File: src/rtl/eisc_pkg.sv
// Shared constants and types for the external interrupt sense control block
package eisc_pkg;

  // ---------------------------------------------------------------------
  // Register map (byte addresses on the bus)
  // ---------------------------------------------------------------------
  localparam logic [31:0] ADDR_SENSE  = 32'h0000_0000;
  localparam logic [31:0] ADDR_STATUS = 32'h0000_0004;
  localparam logic [31:0] ADDR_ENABLE = 32'h0000_0008;
  localparam logic [31:0] ADDR_CLEAR  = 32'h0000_000C;

  // ---------------------------------------------------------------------
  // Sense control fields and reset values
  // ---------------------------------------------------------------------
  localparam int         V2_MSB       = 7;
  localparam int         V2_LSB       = 6;
  localparam int         C_INV_BIT    = 5;
  localparam int         V1_MSB       = 4;
  localparam int         V1_LSB       = 3;
  localparam int         V0_MSB       = 2;
  localparam int         V0_LSB       = 1;
  localparam int         D_INV_BIT    = 0;
  localparam logic [7:0] SENSE_RESET  = 8'h00;
  localparam logic [3:0] ENABLE_RESET = 4'h0;
  localparam logic [3:0] STATUS_RESET = 4'h0;
  localparam logic [1:0] PRIO_LEVEL3  = 2'h3;

  // Status bits 2:0 follow the vector number, bit 3 flags a refused write
  localparam int STATUS_W    = 4;
  localparam int EVT_REFUSED = 3;

  // ---------------------------------------------------------------------
  // Pin map: C[3:2] at 1:0, B[7:0] at 9:2, A3/A5 at 11:10,
  // D[6:4] at 14:12, D[3:1] at 17:15
  // ---------------------------------------------------------------------
  localparam int          N_PINS        = 18;
  localparam logic [17:0] MASK_VEC_TWO  = 18'h003FF;
  localparam logic [17:0] MASK_VEC_ONE  = 18'h00C00;
  localparam logic [17:0] MASK_VEC_ZERO = 18'h3F000;
  localparam logic [17:0] MASK_INV_C    = 18'h00003;
  localparam logic [17:0] MASK_INV_D    = 18'h07000;
  localparam logic [17:0] MASK_RISE_LOW = 18'h003FC;

  typedef enum logic [1:0] {
    SENSE_EDGE_LEVEL,
    SENSE_RISE,
    SENSE_FALL,
    SENSE_BOTH
  } eisc_sense_t;

  typedef enum logic [2:0] {
    REG_NONE,
    REG_SENSE,
    REG_STATUS,
    REG_ENABLE,
    REG_CLEAR
  } eisc_reg_t;

endpackage

File: src/rtl/eisc_pin_sense.sv
// Edge and level detector for one external interrupt pin
`timescale 1ns/1ps
module eisc_pin_sense (
  input  wire logic               hclk,
  input  wire logic               hresetn,
  input  wire logic               pin,
  input  wire logic [1:0]         code,
  input  wire logic               invert,
  input  wire logic               rise_low,
  output logic                    edge_hit,
  output logic                    level_hit
);

  typedef struct packed {
    logic primed;
    logic prev;
  } eisc_pin_state_t;

  eisc_pin_state_t q;
  eisc_pin_state_t d;
  logic            now_s;
  logic            was_s;
  logic            rise;
  logic            fall;

  // ---------------------------------------------------------------------
  // Detection
  // ---------------------------------------------------------------------
  // Inverting both samples turns falling into rising and low into high
  assign now_s = pin ^ invert;
  assign was_s = q.prev ^ invert;
  // No edge on the first cycle: the pin history is unknown before reset
  assign rise  = q.primed & now_s & ~was_s;
  assign fall  = q.primed & ~now_s & was_s;

  always_comb begin
    d        = q;
    d.primed = 1'b1;
    d.prev   = pin;
    edge_hit  = 1'b0;
    level_hit = 1'b0;
    unique case (eisc_pkg::eisc_sense_t'(code))
      eisc_pkg::SENSE_EDGE_LEVEL: begin
        edge_hit  = rise_low ? rise : fall;
        level_hit = ~now_s;
      end
      eisc_pkg::SENSE_RISE: begin
        edge_hit = rise;
      end
      eisc_pkg::SENSE_FALL: begin
        edge_hit = fall;
      end
      eisc_pkg::SENSE_BOTH: begin
        edge_hit = rise | fall;
      end
    endcase
  end

  always_ff @(posedge hclk or negedge hresetn) begin
    if (!hresetn) begin
      q <= '0;
    end else begin
      q <= d;
    end
  end

endmodule

File: src/rtl/eisc_top.sv
// External interrupt sense control with AHB-Lite register access
//
// Design decisions made here: the placing of the registers and the AHB-Lite register port.
`timescale 1ns/1ps
module eisc_top (
  input  wire logic               hclk,
  input  wire logic               hresetn,
  input  wire logic               hsel,
  input  wire logic [31:0]        haddr,
  input  wire logic [1:0]         htrans,
  input  wire logic               hwrite,
  input  wire logic [2:0]         hsize,
  input  wire logic [31:0]        hwdata,
  input  wire logic               hready,
  output logic      [31:0]        hrdata,
  output logic                    hreadyout,
  output logic                    hresp,
  input  wire logic [1:0]         port_c_pins,
  input  wire logic [7:0]         port_b_pins,
  input  wire logic [1:0]         port_a_pins,
  input  wire logic [2:0]         port_d_hi_pins,
  input  wire logic [2:0]         port_d_lo_pins,
  input  wire logic               cpu_priority_high_bit,
  input  wire logic               cpu_priority_low_bit,
  input  wire logic [2:0]         ext_irq_ack,
  output logic                    ext_irq_vector_zero,
  output logic                    ext_irq_vector_one,
  output logic                    ext_irq_vector_two,
  output logic                    irq
);

  // ---------------------------------------------------------------------
  // State
  // ---------------------------------------------------------------------
  typedef struct packed {
    logic [7:0]                    sense;
    logic [eisc_pkg::STATUS_W-1:0] enable;
    logic [eisc_pkg::STATUS_W-1:0] status;
    logic [2:0]                    pending;
    logic                          alive;
    logic                          wr_phase;
    eisc_pkg::eisc_reg_t           wr_sel;
    logic [31:0]                   rdata;
  } eisc_state_t;

  eisc_state_t                   q;
  eisc_state_t                   d;
  logic                          prio3;
  logic [eisc_pkg::N_PINS-1:0]   all_pins;
  logic [eisc_pkg::N_PINS-1:0]   edge_hit;
  logic [eisc_pkg::N_PINS-1:0]   level_hit;
  logic [eisc_pkg::N_PINS-1:0]   pin_inv;
  logic [1:0]                    pin_code [eisc_pkg::N_PINS];
  logic [2:0]                    vec_hit;
  logic [2:0]                    clr_pend;
  logic [eisc_pkg::STATUS_W-1:0] status_clr;
  logic                          refused;
  eisc_pkg::eisc_reg_t           addr_sel;
  logic                          addr_take;

  // ---------------------------------------------------------------------
  // Helpers
  // ---------------------------------------------------------------------
  function automatic eisc_pkg::eisc_reg_t reg_decode(input logic [31:0] addr);
    eisc_pkg::eisc_reg_t sel;
    sel = eisc_pkg::REG_NONE;
    if (addr == eisc_pkg::ADDR_SENSE) begin
      sel = eisc_pkg::REG_SENSE;
    end else if (addr == eisc_pkg::ADDR_STATUS) begin
      sel = eisc_pkg::REG_STATUS;
    end else if (addr == eisc_pkg::ADDR_ENABLE) begin
      sel = eisc_pkg::REG_ENABLE;
    end else if (addr == eisc_pkg::ADDR_CLEAR) begin
      sel = eisc_pkg::REG_CLEAR;
    end
    return sel;
  endfunction

  function automatic logic [2:0] vector_reduce(input logic [eisc_pkg::N_PINS-1:0] hits);
    return {|(hits & eisc_pkg::MASK_VEC_TWO),
            |(hits & eisc_pkg::MASK_VEC_ONE),
            |(hits & eisc_pkg::MASK_VEC_ZERO)};
  endfunction

  // Both priority bits must be one for a sense register change
  assign prio3 = {cpu_priority_high_bit, cpu_priority_low_bit} == eisc_pkg::PRIO_LEVEL3;

  // ---------------------------------------------------------------------
  // Pin sensing
  // ---------------------------------------------------------------------
  assign all_pins = {port_d_lo_pins, port_d_hi_pins, port_a_pins, port_b_pins, port_c_pins};

  for (genvar i = 0; i < eisc_pkg::N_PINS; i++) begin : g_pin
    // Field select per pin group; port B and D[3:1] never see an inversion bit
    assign pin_code[i] = eisc_pkg::MASK_VEC_TWO[i] ?
                           q.sense[eisc_pkg::V2_MSB:eisc_pkg::V2_LSB] :
                         eisc_pkg::MASK_VEC_ONE[i] ?
                           q.sense[eisc_pkg::V1_MSB:eisc_pkg::V1_LSB] :
                           q.sense[eisc_pkg::V0_MSB:eisc_pkg::V0_LSB];
    assign pin_inv[i] = (eisc_pkg::MASK_INV_C[i] & q.sense[eisc_pkg::C_INV_BIT]) |
                        (eisc_pkg::MASK_INV_D[i] & q.sense[eisc_pkg::D_INV_BIT]);

    eisc_pin_sense u_sense (
      .hclk      (hclk),
      .hresetn   (hresetn),
      .pin       (all_pins[i]),
      .code      (pin_code[i]),
      .invert    (pin_inv[i]),
      .rise_low  (eisc_pkg::MASK_RISE_LOW[i]),
      .edge_hit  (edge_hit[i]),
      .level_hit (level_hit[i])
    );
  end

  // A held level keeps re-raising the pending flag after each acknowledge
  assign vec_hit = vector_reduce(edge_hit | level_hit);

  // ---------------------------------------------------------------------
  // Next state
  // ---------------------------------------------------------------------
  assign addr_take = hsel & hready & htrans[1];
  assign addr_sel  = reg_decode(haddr);

  always_comb begin
    d          = q;
    d.alive    = 1'b1;
    clr_pend   = 3'h0;
    status_clr = '0;
    refused    = 1'b0;

    // Data phase of a write
    if (q.wr_phase) begin
      unique case (q.wr_sel)
        eisc_pkg::REG_SENSE: begin
          if (prio3) begin
            d.sense = hwdata[7:0];
            if (hwdata[7:0] != q.sense) begin
              clr_pend = 3'h7;
            end
          end else begin
            refused = 1'b1;
          end
        end
        eisc_pkg::REG_ENABLE: begin
          d.enable = hwdata[eisc_pkg::STATUS_W-1:0];
        end
        eisc_pkg::REG_CLEAR: begin
          status_clr = hwdata[eisc_pkg::STATUS_W-1:0];
        end
        eisc_pkg::REG_STATUS: begin
          d.enable = q.enable;
        end
        eisc_pkg::REG_NONE: begin
          d.enable = q.enable;
        end
      endcase
    end

    // New events win over a clear in the same cycle
    d.status  = (q.status & ~status_clr) | {refused, vec_hit};
    d.pending = (q.pending & ~(clr_pend | ext_irq_ack)) | vec_hit;

    // Address phase; reads are captured here so data stand in the data phase
    d.wr_phase = 1'b0;
    if (addr_take) begin
      d.wr_phase = hwrite;
      d.wr_sel   = addr_sel;
      if (!hwrite) begin
        unique case (addr_sel)
          eisc_pkg::REG_SENSE:  d.rdata = {24'h000000, q.sense};
          eisc_pkg::REG_STATUS: d.rdata = {28'h0000000, q.status};
          eisc_pkg::REG_ENABLE: d.rdata = {28'h0000000, q.enable};
          eisc_pkg::REG_CLEAR:  d.rdata = 32'h0000_0000;
          eisc_pkg::REG_NONE:   d.rdata = 32'h0000_0000;
        endcase
      end
    end
  end

  // ---------------------------------------------------------------------
  // Registers
  // ---------------------------------------------------------------------
  always_ff @(posedge hclk or negedge hresetn) begin
    if (!hresetn) begin
      q         <= '0;
      q.sense   <= eisc_pkg::SENSE_RESET;
      q.enable  <= eisc_pkg::ENABLE_RESET;
      q.status  <= eisc_pkg::STATUS_RESET;
      q.wr_sel  <= eisc_pkg::REG_NONE;
    end else begin
      q <= d;
    end
  end

  // ---------------------------------------------------------------------
  // Outputs
  // ---------------------------------------------------------------------
  // Zero wait states; hsize is not checked since only words are mapped
  assign hreadyout           = 1'b1;
  assign hresp               = 1'b0;
  assign hrdata              = q.rdata;
  assign ext_irq_vector_zero = q.pending[0];
  assign ext_irq_vector_one  = q.pending[1];
  assign ext_irq_vector_two  = q.pending[2];
  assign irq                 = |(q.status & q.enable);
endmodule

File: config.mk
export PLATFORM = sky130hd
export DESIGN_NAME = eisc_top
export DESIGN_NICKNAME = d
export VERILOG_FILES = /design/src/rtl/eisc_pkg.sv /design/src/rtl/eisc_pin_sense.sv /design/src/rtl/eisc_top.sv
export SDC_FILE = /design/constraint.sdc
export NUM_CORES = 1
export LEC_CHECK = 0
export BUFFER_PORTS_ARGS = -buffer_cell sky130_fd_sc_hd__buf_2
export CORE_ASPECT_RATIO = 0.9
export CORE_MARGIN = 10
export CORE_UTILIZATION = 42
export DETAILED_ROUTE_END_ITERATION = 12
export PLACE_DENSITY = 0.77
export SLEW_MARGIN = 5
export SYNTH_ARGS = -nofsm -noshare
export SYNTH_HDL_FRONTEND = slang
export SYNTH_SLANG_ARGS = --single-unit
File: constraint.sdc
create_clock -name hclk -period 1.7 [get_ports hclk]
set_clock_uncertainty 0.1 [all_clocks]
set_input_delay 0.34 -clock hclk [delete_from_list [all_inputs] [get_ports hclk]]
set_output_delay 0.34 -clock hclk [all_outputs]
set_load 0.01 [all_outputs]
* Yosys cells after proc, flatten, opt, wreduce, memory -nomap -nowiden
Cells that the tools add are included.
** Word-level totals
- Output and inout port bits :: 38
- Flip-flop bits (word level) :: 74
- Input port bits :: 97
- Word-level logic and storage cells :: 264
** Operators by class
- Muxes and demuxes :: 52
- Equality and inequality tests :: 21
- Reduce and logical (&&, ||, !) cells :: 17
- Bitwise gates (word level) :: 148
** Operators by type and width (count)
- $pmux W32 S4 :: 1
- $and A1 B1 Y1 :: 74
- $eq A32 B4 Y1 const B :: 2
- $pmux W1 S3 :: 18
- $not A1 Y1 :: 37
- $mux W36 :: 1
- $eq A32 B3 Y1 const B :: 1
- $logic_not A32 Y1 :: 1
- $mux W32 :: 1
- $mux W3 :: 8
- $mux W1 :: 21
- $or A1 B1 Y1 :: 18
- $or A18 B18 Y18 :: 1
- $eq A2 B2 Y1 const B :: 7
- $reduce_or A2 Y1 :: 6
- $reduce_or A10 Y1 :: 1
- $xor A1 B1 Y1 :: 10
- $eq A3 B2 Y1 const B :: 3
- $and A4 B4 Y4 :: 2
- $mux W4 :: 2
- $ne A8 B8 Y1 :: 1
- $eq A2 B1 Y1 const B :: 3
- $eq A3 B1 Y1 const B :: 2
- $eq A3 B3 Y1 const B :: 2
- 11 further kinds :: 15

* Logic depth before layout (Yosys ltp)
Gate-level depths: netlist of run 1.
- Depth in word-level cells :: 10
- Mapped depth :: 6
- Gate-level depth less buffers :: 5

* Hierarchy
From an unflattened synthesis of run 1, not the netlist that was laid out.
** Unflattened totals
- Cells, all modules :: 442
- Area, all modules :: 4335.4 um2
** By module, submodules not included
- eisc_pin_sense :: area each 137.6 um2, cells an instance 14, instances 18, sequential area each 50.0 um2
- eisc_top :: area each 1858.0 um2, cells an instance 190, instances 1, sequential area each 775.7 um2

* Worst setup path after synthesis of run 1
No wires, ideal clock.
- Path type :: input port to flip-flop
- Start :: input port haddr[18]
- End :: register q, in the netlist hrdata[6]
- Arrival :: 1626 ps
- Slack :: -92 ps
- Path buffers :: 0
- Stages on the path :: 5
- Library setup time :: 66 ps
- Data required time :: 1534 ps
- Cells stage by stage :: or4_4 -> nor3_4 -> nand4_4 -> nor4_4 -> a22o_1
** Between the ends
- Cells in the longest elaborated chain, start to end :: 8
- Elaborated cells between the ends (all ways) :: 15
- Classes of those cells :: eq/ne (7); mux (5); reduce/logical (3)
** RTL lines
- from (decl) :: line eisc_top.sv:9 : input wire logic [31:0] haddr,
- $eq A32 B4 Y1 :: line eisc_top.sv:73 : end else if (addr == eisc_pkg::ADDR_CLEAR) begin
- $mux W3 :: line eisc_top.sv:73
- $mux W3 :: line eisc_top.sv:71 : end else if (addr == eisc_pkg::ADDR_ENABLE) begin
- $mux W3 :: line eisc_top.sv:69 : end else if (addr == eisc_pkg::ADDR_STATUS) begin
- $mux W3 * :: line eisc_top.sv:67 : if (addr == eisc_pkg::ADDR_SENSE) begin
- $eq A3 B3 Y1 or $logic_not A3 Y1 (tied branches) :: line eisc_top.sv:169 : unique case (addr_sel)
- $reduce_or A2 Y1 (no line)
- $pmux W32 S4 * :: line eisc_top.sv:169
- to (decl) :: line eisc_top.sv:46 : eisc_state_t q;
Every way passes the cells marked *; elsewhere a longest branch is shown, timed or not. The select of a mux whose other input is x is not followed.
A chain may end at the register's enable or synchronous reset.

==> impl_metrics.ini, run 1 <==
[timing]
setup_viol = 2
setup-tns-final_ns = -0.0244
setup_ws_ns = -0.0162
finalCritPeriodShare_pct = 101
min_period_ns = 1.72
timing.fmax_mhz = 583
drv_slew = 0
rsz0062_at_grt = true
final_hold_viol_count = 0

[die]
pin_count = 135
floorplan.die_area_sq_um = 10400
die_width_microns = 106
start_util_pct = 43.0
num_rows = 28
fp.coreArea_sq_um = 6550
fp.dieH_microns = 97.7

[global_routing]
gr-total-overflow = 0
antenna_found_initial = 0
grt_pass1_wl_microns = 11300
grt_max_degree = 51
grt_pass1_vias = 2480
grt.total_usage_pct = 13.1

[detailed_routing]
drtAntennaViolNets = 0
first_pass_iters = 4
viasPerCell = 5.03
wl_microns = 7000
dr.first_iter.drc_count = 94
num_vias = 2315
wire_per_inst_microns = 15.2
drc = 0

[synthesis]
synth_cell_type_count = 53
synth_area_sq_um = 2820
synth_seq_area_share_pct = 44.4
syn-mean-instance-area_sq_um = 10.2
synthesis.instances = 277
synth-seq-cells = 50
async_reset_ff_share_pct = 100
ys.flop_type = dfrtp_1
yosysWarnings = 0
synth_edf_count = 0

[setup_path]
rr_startpoint = g_pin[3].u_sense.q[0]
required_ns = 1.78
cp_max_fo = 2
worst_setup_path_start_kind = flip-flop
endpoint_kind = flip-flop
critical_path.max_stage_delay_ns = 0.42
cp.arrival_ns = 1.79
cp_cell_sequence = nor2b_4 > a2111oi_4 > a21oi_1 > a2111oi_2 > nand3_1
crit_start = g_pin[3].u_sense.q[0]
path_class = reg2reg
crit_slowest_cell = a2111oi_2

[cells_and_area]
area_growth_pct = 24.7
fin_area_sq_um = 3510
n_antenna_cell = 0
drive_above_1_share_pct = 36.5
nets = 466

[placement]
port_buffers = 80
dp_hpwl_microns = 5560
post_dp_cell_area_sq_um = 3280
finalWeightedCongestion = 0.826

[run]
cap_violations = 0

[clocking]
numCtsBuffers = 5
cts_root_buf = clkbuf_8
cts_tree = done
cts_max_path_buffers = 2
htree_levels = 2
worstSkewPairLatency_ns = 0.30
clkTransAtPathRegs_ns = 0.09
cts_num_sinks = 50

[status]
violations = setup timing
status = finished with violations

[hold_path]
hold_class = in2reg
holdCritStartpoint = port_b_pins[5]

[power]
power_density_nw_per_um2 = 644
power_leakage_nw = 1.67
max-vdd-ir-drop_mv = 0.569
==> report_power, final <==
part           switching, mW  total, mW  internal (mW)
combinational          0.176      0.315          0.138
sequential            0.0200       1.24           1.22
clock                  0.380      0.709          0.329
total                  0.577       2.26           1.69
==> critical path, delay by kind of cell, from the launching register on <==
family	cells	cell delay [ns]
flip-flops	1	0.38
AND/OR/NAND/NOR	2	0.25
AO/OA/AOI/OAI	3	0.86
==> synthesized netlist by cell type, types with 4 or more instances <==
cell type	number	share of area [%]
nand2_1	23	3.1
nor2_1	8	1.1
inv_1	18	2.4
mux2i_1	4	1.4
o31ai_1	7	1.9
nand3_1	7	1.2
a22o_1	6	1.9
nand2b_1	9	2.0
nand3b_1	6	1.6
buf_4	34	9.1
o22ai_1	8	1.8
o21ai_0	6	1.1
clkbuf_1	5	0.67
xnor2_1	9	2.8
a21oi_1	8	1.4
nor2b_1	7	1.6
mux2_2	10	4.0
nor4_1	4	0.89
dfrtp_1	50	44
==> registers in the layout (all words and copies together), names as in the netlist <==
name / count
ext_irq_vector_one: 1
ext_irq_vector_two: 1
ext_irq_vector_zero: 1
g_pin.u_sense.q: 19
hrdata: 8
pin_code: 6
pin_inv: 2
q: 12
==> area by class of cell <==
type / instances / area, sq um
Sequential cell: 50 / 1250
Fill cell: 584 / 3040
Clock buffer: 7 / 86.3
Inverter: 18 / 67.6
Multi-Input combinational cell: 192 / 1390
Timing Repair Buffer: 102 / 598
Clock inverter: 1 / 5.00
Tap cell: 90 / 113
==> worst paths after layout <==
| check | to | cells past startpoint | slack (ns) |
|---|---|---|---|
| worst min register to register | hrdata[2] | 2 | 0.38 |
| worst max register to register | q[42] | 5 | -0.02 |
| min in group asynchronous | g_pin[9].u_sense.q[0] | 3 | 0.45 |
| worst min-delay path | g_pin[7].u_sense.q[0] | 1 | 0.05 |
| worst max-delay path | q[42] | 5 | -0.02 |
| max in group asynchronous | pin_inv[12] | 3 | 0.81 |
==> cells by family (layout without fill, tap and decap cells) <==
logic type,after synthesis,after routing,share of synthesized area (%)
AO/OA/AOI/OAI,58,58,15.0
XOR/XNOR,10,10,3.11
buffers and inverters,60,128,12.6
flip-flops,50,50,44.4
multiplexers,15,15,5.82
other,2,27,0.267
AND/OR/NAND/NOR,82,82,18.8
==> cells in the final DEF, fill, tap and decap left out, types with 2 or more instances in the layout <==
cell type	Yosys	layout
a21oi_1	8	8
o21ai_0	6	6
o22ai_1	8	8
nand3b_1	6	6
buf_4	34	16
inv_1	18	18
nand4_1	3	3
dfrtp_1	50	49
xnor2_1	9	9
mux2i_1	4	4
clkbuf_8	0	6
nand2_1	23	23
nor2b_1	7	4
nand2b_1	9	9
nor2b_4	0	3
nor2_1	8	8
a22o_1	6	6
nor4_1	4	4
mux2_2	10	4
mux2_4	0	7
conb_1	2	27
a31oi_1	2	2
nand3_1	7	7
buf_6	0	2
buf_12	0	2
a22oi_1	3	3
o31ai_1	7	7
o21ai_1	2	2
nand4b_1	2	2
nor4_4	3	3
buf_2	2	81
==> per-layer routing <==
metal | global-route usage (%) | vias to the layer above | routed length, microns | part of all wire [%]
li1 | - | 1119 | - | -
met5 | 0 | - | 0 | 0
met3 | 5.77 | 6 | 702 | 10
met1 | 15.0 | 1114 | 2860 | 41
met2 | 22.0 | 76 | 3400 | 49
met4 | 2.60 | 0 | 39 | 0.56
==> metrics by stage <==
stage | util (%) | total power, mW | hold slack [ns] | setup WS (ns) | instances
after floorplan | - | 1.44 | -0.0556 | -0.000264 | 302
after global placement | 50.0 | 1.55 | 0.244 | -0.174 | 447
after detailed placement | 50.0 | 1.56 | 0.249 | -0.205 | 447
after CTS | 52.5 | 2.28 | 0.0399 | -0.0278 | 458
after global routing | 53.6 | 2.38 | 0.0394 | -0.0664 | 460
final | 53.6 | 2.26 | 0.0519 | -0.0162 | 460
==> what timing repair did <==
item,in CTS,in global routing
gates resized for setup,12,10
hold endpoints to repair,50,0
pin swaps,5,6
hold buffers,1,0
endpoints found under the setup margin,11,13
buffers inserted,2,2
No activity file was read; power rests on OpenSTA's default activity.
==> inputs of run 2 (changes only) <==
--- a/config.mk
+++ b/config.mk
@@ -11,6 +11,7 @@
 export CORE_UTILIZATION = 42
 export DETAILED_ROUTE_END_ITERATION = 12
 export PLACE_DENSITY = 0.77
+export SKIP_LAST_GASP = 1
 export SLEW_MARGIN = 5
 export SYNTH_ARGS = -nofsm -noshare
 export SYNTH_HDL_FRONTEND = slang
==> run 2 against run 1 <==
Net effect: the flow still finishes with violations (setup timing); combinational power hardly changed; highest routed layer unchanged; wire length about the same; worst hold slack got worse by 0.00080 ns.
==> impl_metrics.ini, run 2 (synthesis gave the netlist of run 1 again) <==
[status]
status = finished with violations
violations = setup timing

[setup_path]
worst_setup_path_start_kind = flip-flop
path_class = reg2reg
cp.arrival_ns = 1.80
required_ns = 1.78
rr_startpoint = g_pin[3].u_sense.q[0]
crit_start = g_pin[3].u_sense.q[0]
endpoint_kind = flip-flop
cp_max_fo = 2

[clocking]
cts_root_buf = clkbuf_8
cts_tree = done
numCtsBuffers = 5
cts_num_sinks = 50
worstSkewPairLatency_ns = 0.30
htree_levels = 2
cts_max_path_buffers = 2
clkTransAtPathRegs_ns = 0.09

[global_routing]
grt_pass1_wl_microns = 11200
grt.total_usage_pct = 13.0
gr-total-overflow = 0
grt_pass1_vias = 2477
grt_max_degree = 51
antenna_found_initial = 0

[die]
die_width_microns = 106
fp.dieH_microns = 97.7
fp.coreArea_sq_um = 6550
floorplan.die_area_sq_um = 10400
pin_count = 135
start_util_pct = 43.0
num_rows = 28

[cells_and_area]
n_antenna_cell = 0
layout_common_cells = 81 x buf_2, 49 x dfrtp_1, 27 x conb_1
layout_commonest_cell = buf_2
largest_reg_flops = 19
num-fill-cells = 583
multi_input_area_sq_um = 1390
regArea_sq_um = 1250
area_growth_pct = 24.7
drive_above_1_share_pct = 36.5
regMostFlops = g_pin.u_sense.q
nets = 466

[detailed_routing]
wire_per_inst_microns = 15.2
wl_microns = 7000
drtAntennaViolNets = 0
num_vias = 2304
drc = 0
viasPerCell = 5.01
dr.first_iter.drc_count = 112
first_pass_iters = 4

[placement]
dp_hpwl_microns = 5560
dp_slack_ns = -0.205
port_buffers = 80
finalWeightedCongestion = 0.826

[timing]
setup_viol = 2
final_hold_viol_count = 0
whs_ns = 0.0511
timing.fmax_mhz = 580
rsz0062_at_grt = true
finalCritPeriodShare_pct = 101
setup_ws_ns = -0.0234
drv_slew = 0
min_period_ns = 1.72

[power]
power_density_nw_per_um2 = 646
power_leakage_nw = 1.67
max-vdd-ir-drop_mv = 0.572

[hold_path]
hold_class = in2reg
holdCritStartpoint = port_b_pins[5]

[run]
cap_violations = 0
==> run 2: timing repair <==
action | 4_1_cts | 5_1_grt
hold endpoints to repair | 50 | 0
setup endpoints to repair | 11 | 12
hold buffers | 1 | 0
cloned | 0 | 0
pin swaps | 5 | 6
resized for setup | 9 | 13
buffers inserted | 2 | 2
==> run 2: report_power, final <==
group / switching [mW] / leakage (nW) / internal (mW)
Combinational: 0.177 / 1.01 / 0.138
Sequential: 0.0199 / 0.610 / 1.22
Clock: 0.384 / 0.0482 / 0.329
==> run 2: critical path, cell delays in order (launching register included) <==
cell and delay (ns):
dfrtp_1 0.38, nor2b_4 0.13, a2111oi_4 0.32, a21oi_1 0.13, a2111oi_2 0.42, nand3_1 0.12
==> run 2: worst paths after layout <==
check / to / slack (ns) / cells after the start
min reg2reg: hrdata[2] / 0.38 / 2
max: q[42] / -0.02 / 5
max in group asynchronous: pin_inv[12] / 0.81 / 3
min: g_pin[7].u_sense.q[0] / 0.05 / 1
min in group asynchronous: g_pin[9].u_sense.q[0] / 0.44 / 3
max reg2reg: q[42] / -0.02 / 5
==> run 2: layout make-up <==
cell class / instances / share of cell area, %
multi-input combinational: 192 / 39.6
sequential: 50 / 35.7
timing repair buffer: 102 / 17.0
tap: 90 / 3.21
clock buffer: 7 / 2.46
inverter: 18 / 1.92
clock inverter: 1 / 0.143
==> run 2: layer usage <==
metal  GRT usage, %  wire length (microns)  part of all wire [%]
met4           2.60                     39                  0.56
met1           14.7                   2840                    41
met5              0                      0                     0
met3           5.77                    694                   9.9
met2           22.0                   3430                    49
==> run 2: metrics by stage <==
step                      power [mW]    TNS, ns  instance area [sq um]  cells  util [%]
final                           2.27    -0.0378                   3510    460      53.6
after global routing            2.38     -0.357                   3510    460      53.6
after CTS                       2.28     -0.185                   3430    458      52.3
after detailed placement        1.56      -2.38                   3280    447      50.0
after global placement          1.55      -2.07                   3280    447      50.0
after floorplan                 1.44  -0.000450                   2910    302         -
==> inputs of run 3 (changes only) <==
--- a/config.mk
+++ b/config.mk
@@ -11,6 +11,7 @@
 export CORE_UTILIZATION = 42
 export DETAILED_ROUTE_END_ITERATION = 12
 export PLACE_DENSITY = 0.77
+export SETUP_SLACK_MARGIN = 0.3
 export SKIP_LAST_GASP = 1
 export SLEW_MARGIN = 5
 export SYNTH_ARGS = -nofsm -noshare
==> constraint.sdc (replaced) <==
create_clock -name hclk -period 1.7 [get_ports hclk]
set_clock_uncertainty 0.1 [all_clocks]
set_input_delay 0.34 -clock hclk [delete_from_list [all_inputs] [get_ports hclk]]
set_output_delay 0.34 -clock hclk [all_outputs]
set_load 0.1 [all_outputs]
==> run 3 against run 2 <==
Net effect: the run now ends clean; non-clock buffer count is 13 higher; die area did not move; global-route usage up 2.1 points; utilization grew 6.4 points; sequential power about the same; critical endpoint is now ext_irq_vector_two; setup slack better by 0.050 ns; critical path depth unchanged; cell count grew 2.8%.
==> impl_metrics.ini, run 3 (synthesis gave the netlist of run 1 again) <==
[cells_and_area]
num-fill-cells = 544
layout_commonest_cell = buf_2
fin_area_sq_um = 3930
n_antenna_cell = 0
fin_cells = 473
largest_reg_flops = 19
layout_common_cells = 67 x buf_2, 48 x dfrtp_1, 27 x conb_1
multi_input_area_sq_um = 1560
regArea_sq_um = 1250
area_growth_pct = 39.6
drive_above_1_share_pct = 44.4
nets = 479
regMostFlops = g_pin.u_sense.q
layout.core_utilization_pct = 60.0

[status]
status = finished clean

[detailed_routing]
first_pass_iters = 4
num_vias = 2409
drc = 0
wl_microns = 8020
wire_per_inst_microns = 17.0
viasPerCell = 5.09
drtAntennaViolNets = 0
dr.first_iter.drc_count = 144

[setup_path]
cp_max_fo = 2
path_class = reg2reg
endpoint_kind = flip-flop
crit_slowest_cell = dfrtp_1
required_ns = 1.78
cp_cell_sequence = or3b_1 > a211oi_2 > nor3_2 > a2111oi_4 > nand3_1
critical_path.max_stage_delay_ns = 0.38
cp.arrival_ns = 1.76
worst_setup_path_start_kind = flip-flop

[placement]
dp.cells = 450
dp_hpwl_microns = 5800
post_dp_cell_area_sq_um = 3340
finalWeightedCongestion = 0.875
port_buffers = 80
dp_slack_ns = -0.223

[global_routing]
grt.total_usage_pct = 15.1
grt_pass1_wl_microns = 13000
gr-total-overflow = 0
grt_max_degree = 34
grt_pass1_vias = 2647
antenna_found_initial = 0

[clocking]
cts_root_buf = clkbuf_8
numCtsBuffers = 5
cts_max_path_buffers = 2
clkTransAtPathRegs_ns = 0.09
htree_levels = 2
cts_num_sinks = 50
worstSkewPairLatency_ns = 0.31
cts_tree = done

[power]
p_total_mw = 2.66
power_density_nw_per_um2 = 676
max-vdd-ir-drop_mv = 0.285
power_leakage_nw = 1.80

[die]
fp.dieH_microns = 97.7
die_width_microns = 106
floorplan.die_area_sq_um = 10400
start_util_pct = 43.0
num_rows = 28
fp.coreArea_sq_um = 6550
pin_count = 135

[timing]
setup_viol = 0
setup-tns-final_ns = 0
timing.fmax_mhz = 597
drv_slew = 0
min_period_ns = 1.67
whs_ns = 0.0512
final_hold_viol_count = 0
setup_ws_ns = 0.0263
finalCritPeriodShare_pct = 98.5
rsz0062_at_grt = true

[run]
cap_violations = 0

[hold_path]
hold_class = in2reg
run 3: cell count changes in the layout (fill, tap and decap cells not counted), sizes merged:
cell,before,now
buf,101,114
clkinv,1,0
clkbuf,7,8
run 3: worst max-delay path, delay by kind of cell (launching register included):
kind / cells / cell delay [ns]
flip-flops: 1 / 0.38
AO/OA/AOI/OAI: 2 / 0.49
AND/OR/NAND/NOR: 3 / 0.58
run 3: worst paths after layout:
path / cells after the start / startpoint / slack [ns] / end
setup reg to reg: 5 / pin_inv[0] / 0.03 / ext_irq_vector_two
min in group asynchronous: 2 / hresetn / 0.40 / g_pin[1].u_sense.q[0]
hold / removal: 1 / port_b_pins[5] / 0.05 / g_pin[7].u_sense.q[0]
setup / recovery: 5 / pin_inv[0] / 0.03 / ext_irq_vector_two
max in group asynchronous: 3 / hresetn / 0.57 / pin_code[0]
hold reg to reg: 1 / hrdata[7] / 0.44 / hrdata[7]
run 3: final cells by class:
type | instances | share of cell area, %
Clock buffer | 8 | 2.80
Inverter | 18 | 1.72
Multi-Input combinational cell | 192 | 39.7
Sequential cell | 50 | 31.9
Tap cell | 90 | 2.86
Timing Repair Buffer | 115 | 21.0
run 3: layer usage:
| metal | global-route usage, % | routed length (microns) | vias to the layer above |
|---|---|---|---|
| met3 | 5.04 | 490 | 10 |
| met5 | 0 | 0 | - |
| met1 | 17.6 | 3220 | 1187 |
| met2 | 25.4 | 4200 | 68 |
| li1 | - | - | 1144 |
| met4 | 4.68 | 114 | 0 |
run 3: report_power, final:
part | total [mW] | internal (mW) | switching (mW) | leakage [nW]
logic | 0.599 | 0.154 | 0.445 | 1.13
clock network | 0.818 | 0.412 | 0.406 | 0.0575
registers | 1.24 | 1.22 | 0.0225 | 0.609
total | 2.66 | 1.79 | 0.874 | 1.80
run 3: what timing repair did:
item | CTS | global route
hold buffers | 1 | 0
endpoints found under the hold margin | 17 | 0
endpoints found under the setup margin | 37 | 36
pin swaps | 14 | 13
resized for setup | 51 | 34
buffers inserted | 3 | 11
